==> src/design/overlay_params.svh <==
// Offsets, field positions, reset values and widths of the overlay buffer select block
// Assumes a 16-bit byte address taken from the low AXI4-Lite address bits
`ifndef OVERLAY_PARAMS_SVH
`define OVERLAY_PARAMS_SVH

// Register byte offsets
`define OFS_PRI_START0   16'h81c0
`define OFS_PRI_START1   16'h81c4
`define OFS_DBL_SELECT   16'h81cc
`define OFS_SEC_START0   16'h81d0
`define OFS_SEC_START1   16'h81d4
`define OFS_SEC_STRIDE   16'h81d8
`define OFS_SKIP_CTRL    16'h81dc
`define OFS_SCALE_SECOND 16'h81e4
`define OFS_ACCUM_INIT   16'h81e8
`define OFS_PRI_WIN      16'h81f0
`define OFS_SCALE_FIRST  16'h8150

// Widths
`define BUS_ADDR_W 16
`define START_W    22
`define STRIDE_W   12
`define QW_W       10
`define SCALE_W    11
`define ACCUM_W    12

// Select register fields
`define SEL_PRI_BIT    0
`define SEL_SEC_LO     1
`define SEL_SEC_HI     2
`define SEL_IN_BIT     4
`define SEL_LATCH_BIT  5
`define SEL_TOGGLE_BIT 6

// Fetch skip register fields
`define SKIP_STOP_LO   3
`define SKIP_STOP_HI   12
`define SKIP_RESUME_LO 19
`define SKIP_RESUME_HI 28
`define SKIP_TOP_BIT   30
`define SKIP_EN_BIT    31

// Window start field mask and reset values
`define PRI_WIN_MASK  32'h07ff_07ff
`define RESET_WORD    32'h0000_0000

// Compose modes with an opaque top window
`define COMPOSE_SEC_ON_PRI 3'h0
`define COMPOSE_PRI_ON_SEC 3'h1

// AXI responses
`define RESP_OKAY   2'h0
`define RESP_SLVERR 2'h2

`endif

==> src/design/_unused_guard.sv <==
// Intentionally empty module-free file is not needed

==> src/design/overlay_pkg.sv <==
// Types of the overlay buffer select block
// Assumes overlay_params.svh is on the include path
`include "overlay_params.svh"

package overlay_pkg;

  typedef enum logic [1:0] {
    SEC_FIXED0  = 2'b00,
    SEC_FIXED1  = 2'b01,
    SEC_PAIRED  = 2'b10,
    SEC_PINGPONG = 2'b11
  } sec_mode_type;

  typedef struct packed {
    logic [`START_W-1:0]    pri_start0;
    logic [`START_W-1:0]    pri_start1;
    logic [`START_W-1:0]    sec_start0;
    logic [`START_W-1:0]    sec_start1;
    logic [`STRIDE_W-1:0]   sec_stride;
    logic                   pri_sel;
    sec_mode_type           sec_sel;
    logic                   in_sel;
    logic                   in_pending;
    logic                   in_pending_val;
    logic                   latch_mode;
    logic                   toggle_mode;
    logic [`QW_W-1:0]       skip_stop;
    logic [`QW_W-1:0]       skip_resume;
    logic                   top_sel;
    logic                   skip_en;
    logic [31:0]            pri_win;
    logic [`SCALE_W-1:0]    k1_prog;
    logic [`SCALE_W-1:0]    k2_prog;
    logic [`ACCUM_W-1:0]    acc_prog;
    logic [`SCALE_W-1:0]    k1_act;
    logic [`SCALE_W-1:0]    k2_act;
    logic [`ACCUM_W-1:0]    acc_act;
    logic [`START_W-1:0]    pri_addr;
    logic [`START_W-1:0]    sec_addr;
    logic                   skip_active;
    logic                   aw_held;
    logic [`BUS_ADDR_W-1:0] aw_addr;
    logic                   w_held;
    logic [31:0]            w_data;
    logic [3:0]             w_strb;
    logic                   awready;
    logic                   wready;
    logic                   bvalid;
    logic [1:0]             bresp;
    logic                   arready;
    logic                   rvalid;
    logic [31:0]            rdata;
    logic [1:0]             rresp;
  } state_type;

endpackage

==> src/design/overlay_buffer_select_and_scaling_regs.sv <==
// Overlay buffer select, fetch skip and vertical scaling registers behind AXI4-Lite
// Assumes frame end and vertical sync arrive as one-cycle pulses synchronous to aclk
`timescale 1ns/10ps
`default_nettype none
`include "overlay_params.svh"

module overlay_buffer_select_and_scaling_regs
  import overlay_pkg::*;
(
  input  wire logic                   aclk,
  input  wire logic                   aresetn,
  input  wire logic [`BUS_ADDR_W-1:0] awaddr,
  input  wire logic                   awvalid,
  output logic                        awready,
  input  wire logic [31:0]            wdata,
  input  wire logic [3:0]             wstrb,
  input  wire logic                   wvalid,
  output logic                        wready,
  output logic [1:0]                  bresp,
  output logic                        bvalid,
  input  wire logic                   bready,
  input  wire logic [`BUS_ADDR_W-1:0] araddr,
  input  wire logic                   arvalid,
  output logic                        arready,
  output logic [31:0]                 rdata,
  output logic [1:0]                  rresp,
  output logic                        rvalid,
  input  wire logic                   rready,
  input  wire logic                   input_frame_end,
  input  wire logic                   vsync,
  input  wire logic [2:0]             compose_mode,
  output logic [`START_W-1:0]         primary_fetch_start,
  output logic [`START_W-1:0]         secondary_fetch_start,
  output logic [`STRIDE_W-1:0]        secondary_stride,
  output logic                        input_buffer_select,
  output logic                        fetch_skip_active,
  output logic                        top_window_select,
  output logic [`QW_W-1:0]            skip_stop_qw,
  output logic [`QW_W-1:0]            skip_resume_qw,
  output logic [`SCALE_W-1:0]         first_scale_constant,
  output logic [`SCALE_W-1:0]         second_scale_constant,
  output logic [`ACCUM_W-1:0]         scaling_accumulator_init
);

  state_type st_ff;
  state_type nxt_st;
  logic      sel_write;

  // Byte lane merge of a write into the current word
  function automatic logic [31:0] lane_merge(input logic [31:0] old_word,
                                             input logic [31:0] new_word,
                                             input logic [3:0]  strb);
    logic [31:0] merged;
    merged = old_word;
    for (int i = 0; i < 4; i++) begin
      if (strb[i]) begin
        merged[8*i +: 8] = new_word[8*i +: 8];
      end
    end
    return merged;
  endfunction

  // Register readback; top bit flags a mapped address
  function automatic logic [32:0] reg_read(input state_type s,
                                           input logic [`BUS_ADDR_W-1:0] a);
    logic [32:0] r;
    r = {1'b1, `RESET_WORD};
    unique case (a)
      `OFS_PRI_START0:   r[`START_W-1:0] = s.pri_start0;
      `OFS_PRI_START1:   r[`START_W-1:0] = s.pri_start1;
      `OFS_SEC_START0:   r[`START_W-1:0] = s.sec_start0;
      `OFS_SEC_START1:   r[`START_W-1:0] = s.sec_start1;
      `OFS_SEC_STRIDE:   r[`STRIDE_W-1:0] = s.sec_stride;
      `OFS_DBL_SELECT: begin
        r[`SEL_PRI_BIT]                = s.pri_sel;
        r[`SEL_SEC_HI:`SEL_SEC_LO]     = s.sec_sel;
        r[`SEL_IN_BIT]                 = s.in_sel;
        r[`SEL_LATCH_BIT]              = s.latch_mode;
        r[`SEL_TOGGLE_BIT]             = s.toggle_mode;
      end
      `OFS_SKIP_CTRL: begin
        r[`SKIP_STOP_HI:`SKIP_STOP_LO]     = s.skip_stop;
        r[`SKIP_RESUME_HI:`SKIP_RESUME_LO] = s.skip_resume;
        r[`SKIP_TOP_BIT]                   = s.top_sel;
        r[`SKIP_EN_BIT]                    = s.skip_en;
      end
      `OFS_SCALE_FIRST:  r[`SCALE_W-1:0] = s.k1_prog;
      `OFS_SCALE_SECOND: r[`SCALE_W-1:0] = s.k2_prog;
      `OFS_ACCUM_INIT:   r[`ACCUM_W-1:0] = s.acc_prog;
      `OFS_PRI_WIN:      r[31:0] = s.pri_win;
      default:           r[32] = 1'b0;
    endcase
    return r;
  endfunction

  // Secondary buffer index from select mode and input buffer
  function automatic logic sec_index(input sec_mode_type mode, input logic in_sel);
    logic idx;
    unique case (mode)
      SEC_FIXED0:   idx = 1'b0;
      SEC_FIXED1:   idx = 1'b1;
      SEC_PAIRED:   idx = in_sel;
      SEC_PINGPONG: idx = ~in_sel;
    endcase
    return idx;
  endfunction

  // Next state: bus handshakes, register writes, frame end and vsync updates
  always_comb begin
    logic [32:0] rd;
    logic [31:0] m;
    rd = 33'h0_0000_0000;
    m = `RESET_WORD;
    nxt_st = st_ff;
    sel_write = 1'b0;
    // Address and data are taken in either order
    if (awvalid && st_ff.awready) begin
      nxt_st.aw_held = 1'b1;
      nxt_st.aw_addr = awaddr;
    end
    if (wvalid && st_ff.wready) begin
      nxt_st.w_held = 1'b1;
      nxt_st.w_data = wdata;
      nxt_st.w_strb = wstrb;
    end
    if (st_ff.bvalid && bready) begin
      nxt_st.bvalid = 1'b0;
    end
    // Frame end applies a deferred select, else toggles in toggle mode
    if (input_frame_end) begin
      if (st_ff.in_pending) begin
        nxt_st.in_sel = st_ff.in_pending_val;
        nxt_st.in_pending = 1'b0;
      end else if (st_ff.toggle_mode) begin
        nxt_st.in_sel = ~st_ff.in_sel;
      end
    end
    // Scale constants move to the active copy at vertical sync
    if (vsync) begin
      nxt_st.k1_act = st_ff.k1_prog;
      nxt_st.k2_act = st_ff.k2_prog;
      nxt_st.acc_act = st_ff.acc_prog;
    end
    // Write once both halves are held; a write beats a same-cycle frame end
    if (st_ff.aw_held && st_ff.w_held && !st_ff.bvalid) begin
      rd = reg_read(st_ff, st_ff.aw_addr);
      m = lane_merge(rd[31:0], st_ff.w_data, st_ff.w_strb);
      nxt_st.aw_held = 1'b0;
      nxt_st.w_held = 1'b0;
      nxt_st.bvalid = 1'b1;
      nxt_st.bresp = rd[32] ? `RESP_OKAY : `RESP_SLVERR;
      unique case (st_ff.aw_addr)
        `OFS_PRI_START0:   nxt_st.pri_start0 = m[`START_W-1:0];
        `OFS_PRI_START1:   nxt_st.pri_start1 = m[`START_W-1:0];
        `OFS_SEC_START0:   nxt_st.sec_start0 = m[`START_W-1:0];
        `OFS_SEC_START1:   nxt_st.sec_start1 = m[`START_W-1:0];
        `OFS_SEC_STRIDE:   nxt_st.sec_stride = m[`STRIDE_W-1:0];
        `OFS_DBL_SELECT: begin
          sel_write = 1'b1;
          nxt_st.pri_sel = m[`SEL_PRI_BIT];
          nxt_st.sec_sel = sec_mode_type'(m[`SEL_SEC_HI:`SEL_SEC_LO]);
          nxt_st.latch_mode = m[`SEL_LATCH_BIT];
          nxt_st.toggle_mode = m[`SEL_TOGGLE_BIT];
          if (m[`SEL_LATCH_BIT]) begin
            nxt_st.in_pending = 1'b1;
            nxt_st.in_pending_val = m[`SEL_IN_BIT];
          end else begin
            nxt_st.in_pending = 1'b0;
            nxt_st.in_sel = m[`SEL_IN_BIT];
          end
        end
        `OFS_SKIP_CTRL: begin
          nxt_st.skip_stop = m[`SKIP_STOP_HI:`SKIP_STOP_LO];
          nxt_st.skip_resume = m[`SKIP_RESUME_HI:`SKIP_RESUME_LO];
          nxt_st.top_sel = m[`SKIP_TOP_BIT];
          nxt_st.skip_en = m[`SKIP_EN_BIT];
        end
        `OFS_SCALE_FIRST:  nxt_st.k1_prog = m[`SCALE_W-1:0];
        `OFS_SCALE_SECOND: nxt_st.k2_prog = m[`SCALE_W-1:0];
        `OFS_ACCUM_INIT:   nxt_st.acc_prog = m[`ACCUM_W-1:0];
        `OFS_PRI_WIN:      nxt_st.pri_win = m & `PRI_WIN_MASK;
        default: begin
        end
      endcase
    end
    // Read answer one cycle after the address is taken
    if (st_ff.rvalid && rready) begin
      nxt_st.rvalid = 1'b0;
    end
    if (arvalid && st_ff.arready) begin
      rd = reg_read(st_ff, araddr);
      nxt_st.rvalid = 1'b1;
      nxt_st.rdata = rd[31:0];
      nxt_st.rresp = rd[32] ? `RESP_OKAY : `RESP_SLVERR;
    end
    nxt_st.awready = ~nxt_st.aw_held & ~nxt_st.bvalid;
    nxt_st.wready = ~nxt_st.w_held & ~nxt_st.bvalid;
    nxt_st.arready = ~nxt_st.rvalid;
    // Fetch side outputs follow the new state
    nxt_st.pri_addr = nxt_st.pri_sel ? nxt_st.pri_start1 : nxt_st.pri_start0;
    nxt_st.sec_addr = sec_index(nxt_st.sec_sel, nxt_st.in_sel) ?
                      nxt_st.sec_start1 : nxt_st.sec_start0;
    // Skip only in the two opaque compose modes
    nxt_st.skip_active = nxt_st.skip_en &&
                         (compose_mode == `COMPOSE_SEC_ON_PRI ||
                          compose_mode == `COMPOSE_PRI_ON_SEC);
  end

  // State register
  always_ff @(posedge aclk) begin
    if (!aresetn) begin
      st_ff <= '0;
    end else begin
      st_ff <= nxt_st;
    end
  end

  // Outputs straight from the state register
  assign awready = st_ff.awready;
  assign wready = st_ff.wready;
  assign bvalid = st_ff.bvalid;
  assign bresp = st_ff.bresp;
  assign arready = st_ff.arready;
  assign rvalid = st_ff.rvalid;
  assign rdata = st_ff.rdata;
  assign rresp = st_ff.rresp;
  assign primary_fetch_start = st_ff.pri_addr;
  assign secondary_fetch_start = st_ff.sec_addr;
  assign secondary_stride = st_ff.sec_stride;
  assign input_buffer_select = st_ff.in_sel;
  assign fetch_skip_active = st_ff.skip_active;
  assign top_window_select = st_ff.top_sel;
  assign skip_stop_qw = st_ff.skip_stop;
  assign skip_resume_qw = st_ff.skip_resume;
  assign first_scale_constant = st_ff.k1_act;
  assign second_scale_constant = st_ff.k2_act;
  assign scaling_accumulator_init = st_ff.acc_act;
endmodule
`default_nettype wire

==> config.mk <==
export PLATFORM = sky130hd
export DESIGN_NAME = overlay_buffer_select_and_scaling_regs
export DESIGN_NICKNAME = d
export VERILOG_FILES = /design/src/design/_unused_guard.sv /design/src/design/overlay_pkg.sv /design/src/design/overlay_buffer_select_and_scaling_regs.sv
export VERILOG_INCLUDE_DIRS = /design/src /design/src/design
export SDC_FILE = /design/constraint.sdc
export NUM_CORES = 1
export LEC_CHECK = 0
export BUFFER_PORTS_ARGS = -buffer_cell sky130_fd_sc_hd__clkbuf_2
export CORE_ASPECT_RATIO = 1.1
export CORE_MARGIN = 3
export CORE_UTILIZATION = 58
export DETAILED_ROUTE_END_ITERATION = 8
export PLACE_DENSITY = 0.82
export SETUP_SLACK_MARGIN = 0.02
export SYNTH_ARGS = -nofsm -noshare
export SYNTH_HDL_FRONTEND = slang
export SYNTH_SLANG_ARGS = --single-unit
==> constraint.sdc <==
create_clock -name aclk -period 4 [get_ports aclk]
set_input_delay 0.6 -clock aclk [delete_from_list [all_inputs] [get_ports aclk]]
set_output_delay 0.6 -clock aclk [all_outputs]
set_load 0.01 [all_outputs]
# After elaboration in Yosys (flattened, before gate mapping)
# Cells that the tools add are included.
[classes]
eq_ne = 27
reduce_logical = 25
bitwise_logic = 8
mux = 60
[op_table]
columns = ["op", "count"]
rows = [
  ["16-bit equality test, second input constant", 22],
  ["196-bit 2-to-1 mux", 1],
  ["22-bit 2-to-1 mux", 7],
  ["4-bit one-hot mux with 10 select lines", 2],
  ["3-bit one-hot mux with 11 select lines", 2],
  ["3-bit one-hot mux with 10 select lines", 2],
  ["6-bit one-hot mux with 5 select lines", 2],
  ["8-bit 2-to-1 mux", 6],
  ["37-bit 2-to-1 mux", 1],
  ["35-bit 2-to-1 mux", 1],
  ["7-bit one-hot mux with 2 select lines", 2],
  ["27-bit 2-to-1 mux", 1],
  ["12-bit 2-to-1 mux", 2],
  ["11-bit 2-to-1 mux", 2],
  ["11-bit OR reduction", 2],
  ["1-bit one-hot mux with 10 select lines", 2],
  ["3-bit one-hot mux with 6 select lines", 1],
  ["17-bit 2-to-1 mux", 1],
  ["3-bit one-hot mux with 5 select lines", 1],
  ["1-bit one-hot mux with 7 select lines", 2],
  ["2-bit AND reduction", 7],
  ["1-bit 2-to-1 mux", 13],
  ["2-bit 2-to-1 mux", 5],
  ["1-bit one-hot mux with 5 select lines", 2],
  ["15 further kinds", 31],
]
[word_totals]
elab_cells = 160
output_inout_bits = 154
inputBits = 80
register_bits = 359

# Depth between registers and ports, before layout
[depth]
word_depth = 10
mapped_depth = 13
ltp_nobuf = 10

# Least setup slack after synthesis
# OpenSTA, ideal clock, no wires.
[synth_path]
path_type = "reg-to-reg"
startpoint = "reg st_ff[78] (netlist bit)"
endpoint = "reg st_ff, in the netlist secondary_fetch_start[10]"
setup_ns = 0.121
path_slack_ns = 0.757
stages_incl_launch_ff = 12
period_less_slack_ns = 3.243
path_buffers = 3
t_required_ns = 3.879
t_arrival_ns = 3.122
cell_sequence = "dfxtp_1 buf_6 or4_4 buf_6 nor4_4 a22o_1 a41oi_1 a21bo_1 or3_4 a31oi_4 buf_12 mux2_4"
[synth_between]
elab_chain_cells = 10
elab_cells_between_ends = 29
cone_classes = "14 x eq/ne; 13 x mux; 1 x bitwise; 1 x reduce/logical"
[synth_rtl]
columns = ["item", "line", "text"]
rows = [
  ["start, declared", "overlay_buffer_select_and_scaling_regs.sv:45", "state_type st_ff;"],
  ["start signal, assigned", "overlay_buffer_select_and_scaling_regs.sv:214", "st_ff <= nxt_st;"],
  ["16-bit equality test (on tied branches)", "overlay_buffer_select_and_scaling_regs.sv:68, overlay_buffer_select_and_scaling_regs.sv:152", ""],
  ["3-bit one-hot mux with 11 select lines", "overlay_buffer_select_and_scaling_regs.sv:68", "unique case (a)"],
  ["8-bit 2-to-1 mux", "overlay_buffer_select_and_scaling_regs.sv:56", "if (strb[i]) begin"],
  ["8-bit 2-to-1 mux", "overlay_buffer_select_and_scaling_regs.sv:145", "if (st_ff.aw_held && st_ff.w_held && !st_ff.bvalid) begin"],
  ["1-bit 2-to-1 mux", "overlay_buffer_select_and_scaling_regs.sv:164", "if (m[`SEL_LATCH_BIT]) begin"],
  ["8-bit 2-to-1 mux", "overlay_buffer_select_and_scaling_regs.sv:152", "unique case (st_ff.aw_addr)"],
  ["196-bit 2-to-1 mux (*)", "overlay_buffer_select_and_scaling_regs.sv:145", ""],
  ["branches (longest 2 deep; another with 1-bit one-hot mux with 4 select lines)", "--", ""],
  ["22-bit 2-to-1 mux (*)", "overlay_buffer_select_and_scaling_regs.sv:201", "nxt_st.sec_addr = sec_index(nxt_st.sec_sel, nxt_st.in_sel) ?"],
]
# Mark *: on every way between the ends. The select of a mux whose other input is x is not followed.
# A chain may end at the register's enable or synchronous reset.

# Final worst setup path
[layout_path]
startpoint = "reg st_ff[93] (netlist bit)"
endpoint = "reg st_ff, in the netlist secondary_fetch_start[1]"
# Same word-level chain as after synthesis.

==> summary.md <==
| Metric | Value |
|---|---|
| Outcome | complete, but fails checks |
| Failing checks | design-rule violations |
| Num Clock Sinks | 356 |
| Fmax | 266 MHz |
| Die width | 168 um |
| CTS tree | built |
| Clk pwr share | 45.6% |
| Antenna Cells | 0 |
| Clk buf depth | 3 |
| Final ANT Viol Nets | 0 |
| Fin crit period | 3.76 ns |
| Slew Limit Fails | 0 |
| Clock transition at the registers of the reported paths | 0.06 ns |
| Final non-filler cell total | 2481 |
| Gp weighted congestion | 0.991 |
| DRC viols | 2 |
| FF/Latch Area | 7130 sq um |
| Design area | 18300 sq um |
| Vias in the first global route | 15200 |
| Worst-Margin Slew | 1.16 ns |
| Worst Hold End | fetch_skip_active$_SDFF_PN0_ |
| Post-synthesis register bit count | 356 |
| Worst Reg-to-Reg Cells | 10 |
| Int Power | 5.62 mW |
| Hold Path Origin | compose_mode[2] |
| Worst EP arrival | 4.18 ns |
| WS Path Type | reg -> reg |
| Starting density of the core | 59.5% |
| Sw frac | 23.2% |
| Share of layout cells above drive strength 1 | 19.0% |
| Drt first pass iters | 9 |
| Fin Setup TNS | 0 ns |
| R2R Setup Slk | 0.24 ns |
| Inst Count DP | 2419 |
| Drt first-iter violations | 2594 |
| CTS Root Cell | clkbuf_16 |
| Syn Std Cell Area | 16700 sq um |
| Total congestion overflow | 0 |
| GR Util met2 | 54.6% |
| Fin Hold WS | 0.236 ns |
| Pre-CTS setup slack | 0.333 ns |
| Initial antenna violation count | 1 |
| Wirelength per Cell | 23.0 um |
| Post-layout net count | 2176 |
| Met3 usage | 8.65% |
| R2R Path Start | st_ff[93]$_SDFFE_PN0P_ |
| Largest net degree at the start of global routing | 150 |
| Cts bufs inserted | 38 |
| Clk_lat worst skew | 0.53 ns |
| IO Pins | 234 |
| Worst EP required | 4.41 ns |
| # rows | 64 |
| Period utilization | 94.1% |
| Overall Global Routing Usage | 35.1% |
| CP endpoint kind | flop |
| Placed instance area | 17200 sq um |
| LEAKAGE | 6.95 nW |
| Core box area | 28000 sq um |
| Hold buffer count at cts | 0 |
| GR peak layer | met2 |
| Fillers | 2365 |
| Reg2reg end | secondary_fetch_start[1]$_SDFF_PN0_ |
| Main synth FF type | dfxtp_1 |
| Delay-heaviest family, CP | simple AND/OR/NAND/NOR gates |
| Peak supply drop | 0.000402 V |
| Post-Route WL | 57000 um |
| Via density | 6.51 |
| Global-route wire length before repair | 85600 um |
| CP cell instances | nor4bb_1 -> nand2_1 -> or4_1 -> nand3_1 -> o22a_2 -> mux2i_1 -> o21ai_1 -> a31oi_4 -> buf_12 -> mux2_2 |
| Crit-path max cell delay | 0.64 ns |
| Die area | 30800 sq um |
| Worst path bufs/invs | 1 |
| Number of enable flip-flop cells after synthesis | 0 |
| Psw | 1.70 mW |
| Final setup fails | 0 |
| I/O Buffers | 228 |
| Max Cap Viol | 0 |
| Via Count | 16200 |
| Worst clock skew | 0.0235 ns |
| Dpl hpwl | 37700 um |
| Setup repair bufs after CTS | 0 |
| Post-synthesis sequential area ratio | 42.8% |
| Worst Hold Class | in -> reg |
| Die height | 184 um |
| Hold Path Cell Cnt | 2 |
| Final worst setup slack | 0.237 ns |
| Avg Inst Size Synth | 8.12 sq um |
| Worst-path fanout max | 16 |
| Comb pwr share | 4.9% |
| H-tree levels | 2 |
| Critical path's slowest cell | nor4bb_1 |
| Post-synth cell types | 73 |
| Synth warn | 0 |
| Final hold viol count | 0 |
| CP startpoint kind | flop |
| Flop pwr share | 49.6% |
| Met1 usage | 44.4% |
| Syn Inst Count | 2054 |
| Resize count post-CTS | 0 |
| RSZ-0062 raised after global routing | no |
| Area of the multi-input gates | 7740 sq um |
| Post-synth ARST share | 0% |
| Area growth syn-to-layout | 9.98% |
| PwrDens | 399 nW/um^2 |
| Max-slew headroom | 22.9% |
## state kept, by name, indices dropped and copies added (netlist names), 10 cells and up
| name | flops |
|---|---|
| secondary_fetch_start | 22 |
| secondary_stride | 12 |
| primary_fetch_start | 22 |
| scaling_accumulator_init | 12 |
| rdata | 31 |
| st_ff | 205 |
| skip_resume_qw | 10 |
| second_scale_constant | 11 |
| skip_stop_qw | 10 |
| first_scale_constant | 11 |
## cells in the mapped netlist, types with 4 or more instances
cell       number  area share [%]
mux2_2          9            0.61
a222oi_1       45             2.7
a22o_1          7            0.37
a32oi_1         7            0.37
nand3_1        28            0.84
buf_4         146             6.6
and3_1          8            0.30
nand2b_1       18            0.68
mux2_4         10            0.90
or2_2           4            0.15
and2_1         21            0.79
a21oi_1       247             7.4
clkbuf_1      133             3.0
nand2_1       424             9.5
nor4_2          7            0.53
nor3_1         24            0.72
o22a_1          6            0.32
nor4_1         19            0.71
o22ai_1         4            0.15
o21a_1          5            0.23
a31oi_2         4            0.30
a221oi_1       22             1.2
a2bb2oi_1       6            0.32
buf_2           9            0.27
o21ai_0        36             1.1
nand4b_1        4            0.21
inv_1          31            0.70
mux2i_1        72             4.3
a21o_1          4            0.18
buf_1           9            0.20
nand4_1        20            0.75
nand4bb_1       4            0.27
a31oi_1        15            0.56
o221ai_1        4            0.21
dfxtp_1       356              43
nor2_1        160             3.6
a22oi_1        66             3.0
nor2b_1         7            0.26
## layer usage
layer	wire length [um]	vias up
met2	24600	1247
met3	7770	296
li1	-	7144
met1	20600	7469
met4	4100	0
met5	0	-
## layout by cell type (no fill, tap or decap), types with 6 or more instances in the layout
cell / instances
clkbuf_8: 6
a32oi_1: 7
nor2b_1: 7
a22o_1: 7
nand3_1: 28
nand2b_1: 18
nand2_1: 424
and3_1: 8
nor2_1: 160
a21oi_1: 247
and2_1: 21
inv_1: 30
nor4_1: 14
buf_4: 70
nor3_1: 23
o22a_1: 6
nand4_1: 20
a221oi_1: 22
o21ai_0: 36
a31oi_1: 15
clkbuf_2: 228
clkbuf_16: 38
clkbuf_1: 8
mux2_2: 9
a2bb2oi_1: 6
a222oi_1: 45
mux2i_1: 72
a22oi_1: 66
nor4_2: 12
mux2_4: 10
dfxtp_1: 356
## worst max-delay path by stage
stage                                 startpoint                              endpoint  slack, ns  depth (start not counted)
after floorplan           st_ff[78]$_SDFFE_PN0P_  secondary_fetch_start[10]$_SDFF_PN0_       0.76                         11
after global placement    st_ff[93]$_SDFFE_PN0P_   secondary_fetch_start[1]$_SDFF_PN0_       0.51                         10
after detailed placement  st_ff[93]$_SDFFE_PN0P_   secondary_fetch_start[3]$_SDFF_PN0_       0.33                         10
after CTS                 st_ff[93]$_SDFFE_PN0P_   secondary_fetch_start[6]$_SDFF_PN0_       0.34                         10
after global routing      st_ff[93]$_SDFFE_PN0P_   secondary_fetch_start[7]$_SDFF_PN0_       0.13                         10
final                     st_ff[93]$_SDFFE_PN0P_   secondary_fetch_start[1]$_SDFF_PN0_       0.24                         10
## metrics by stage
step                      power [mW]  utilization (%)
after floorplan                 3.93                -
after global placement          4.04             61.3
after detailed placement        4.05             61.3
after CTS                       7.32             65.4
after global routing            7.50             65.4
final                           7.32             65.4
## power groups by stage
stage | Combinational [mW] | Sequential (mW) | Clock, mW
after floorplan | 0.252 | 3.68 | 0
after global placement | 0.343 | 3.70 | 0
after detailed placement | 0.350 | 3.70 | 0
after CTS | 0.351 | 3.62 | 3.35
after global routing | 0.388 | 3.63 | 3.49
final | 0.357 | 3.63 | 3.33
## cell families (layout without fill, tap and decap cells)
family | after synthesis | in the layout | synth area share (%)
multiplexers | 91 | 91 | 5.83
buffers and inverters | 333 | 395 | 11.1
other | 1 | 3 | 0.0225
AND/OR/NAND/NOR | 767 | 767 | 20.5
XOR/XNOR | 1 | 1 | 0.0526
flip-flops | 356 | 356 | 42.8
AO/OA/AOI/OAI | 505 | 505 | 19.8
## worst reg2reg max path, cell delays in order, from the launching register on
cell and delay (ns):
dfxtp_1 0.35, nor4bb_1 0.64, nand2_1 0.49, or4_1 0.60, nand3_1 0.08, o22a_2 0.16
mux2i_1 0.38, o21ai_1 0.16, a31oi_4 0.23, buf_12 0.22, mux2_2 0.36
## layout make-up
cell class,instances,area share [%]
Clock buffer,52,5.80
Timing Repair Buffer,301,9.42
Multi-Input combinational cell,1367,42.2
Clock inverter,10,0.519
Tap cell,363,2.48
Inverter,32,0.696
Sequential cell,356,38.9
Note: power is estimated with default switching activity, not from simulation.
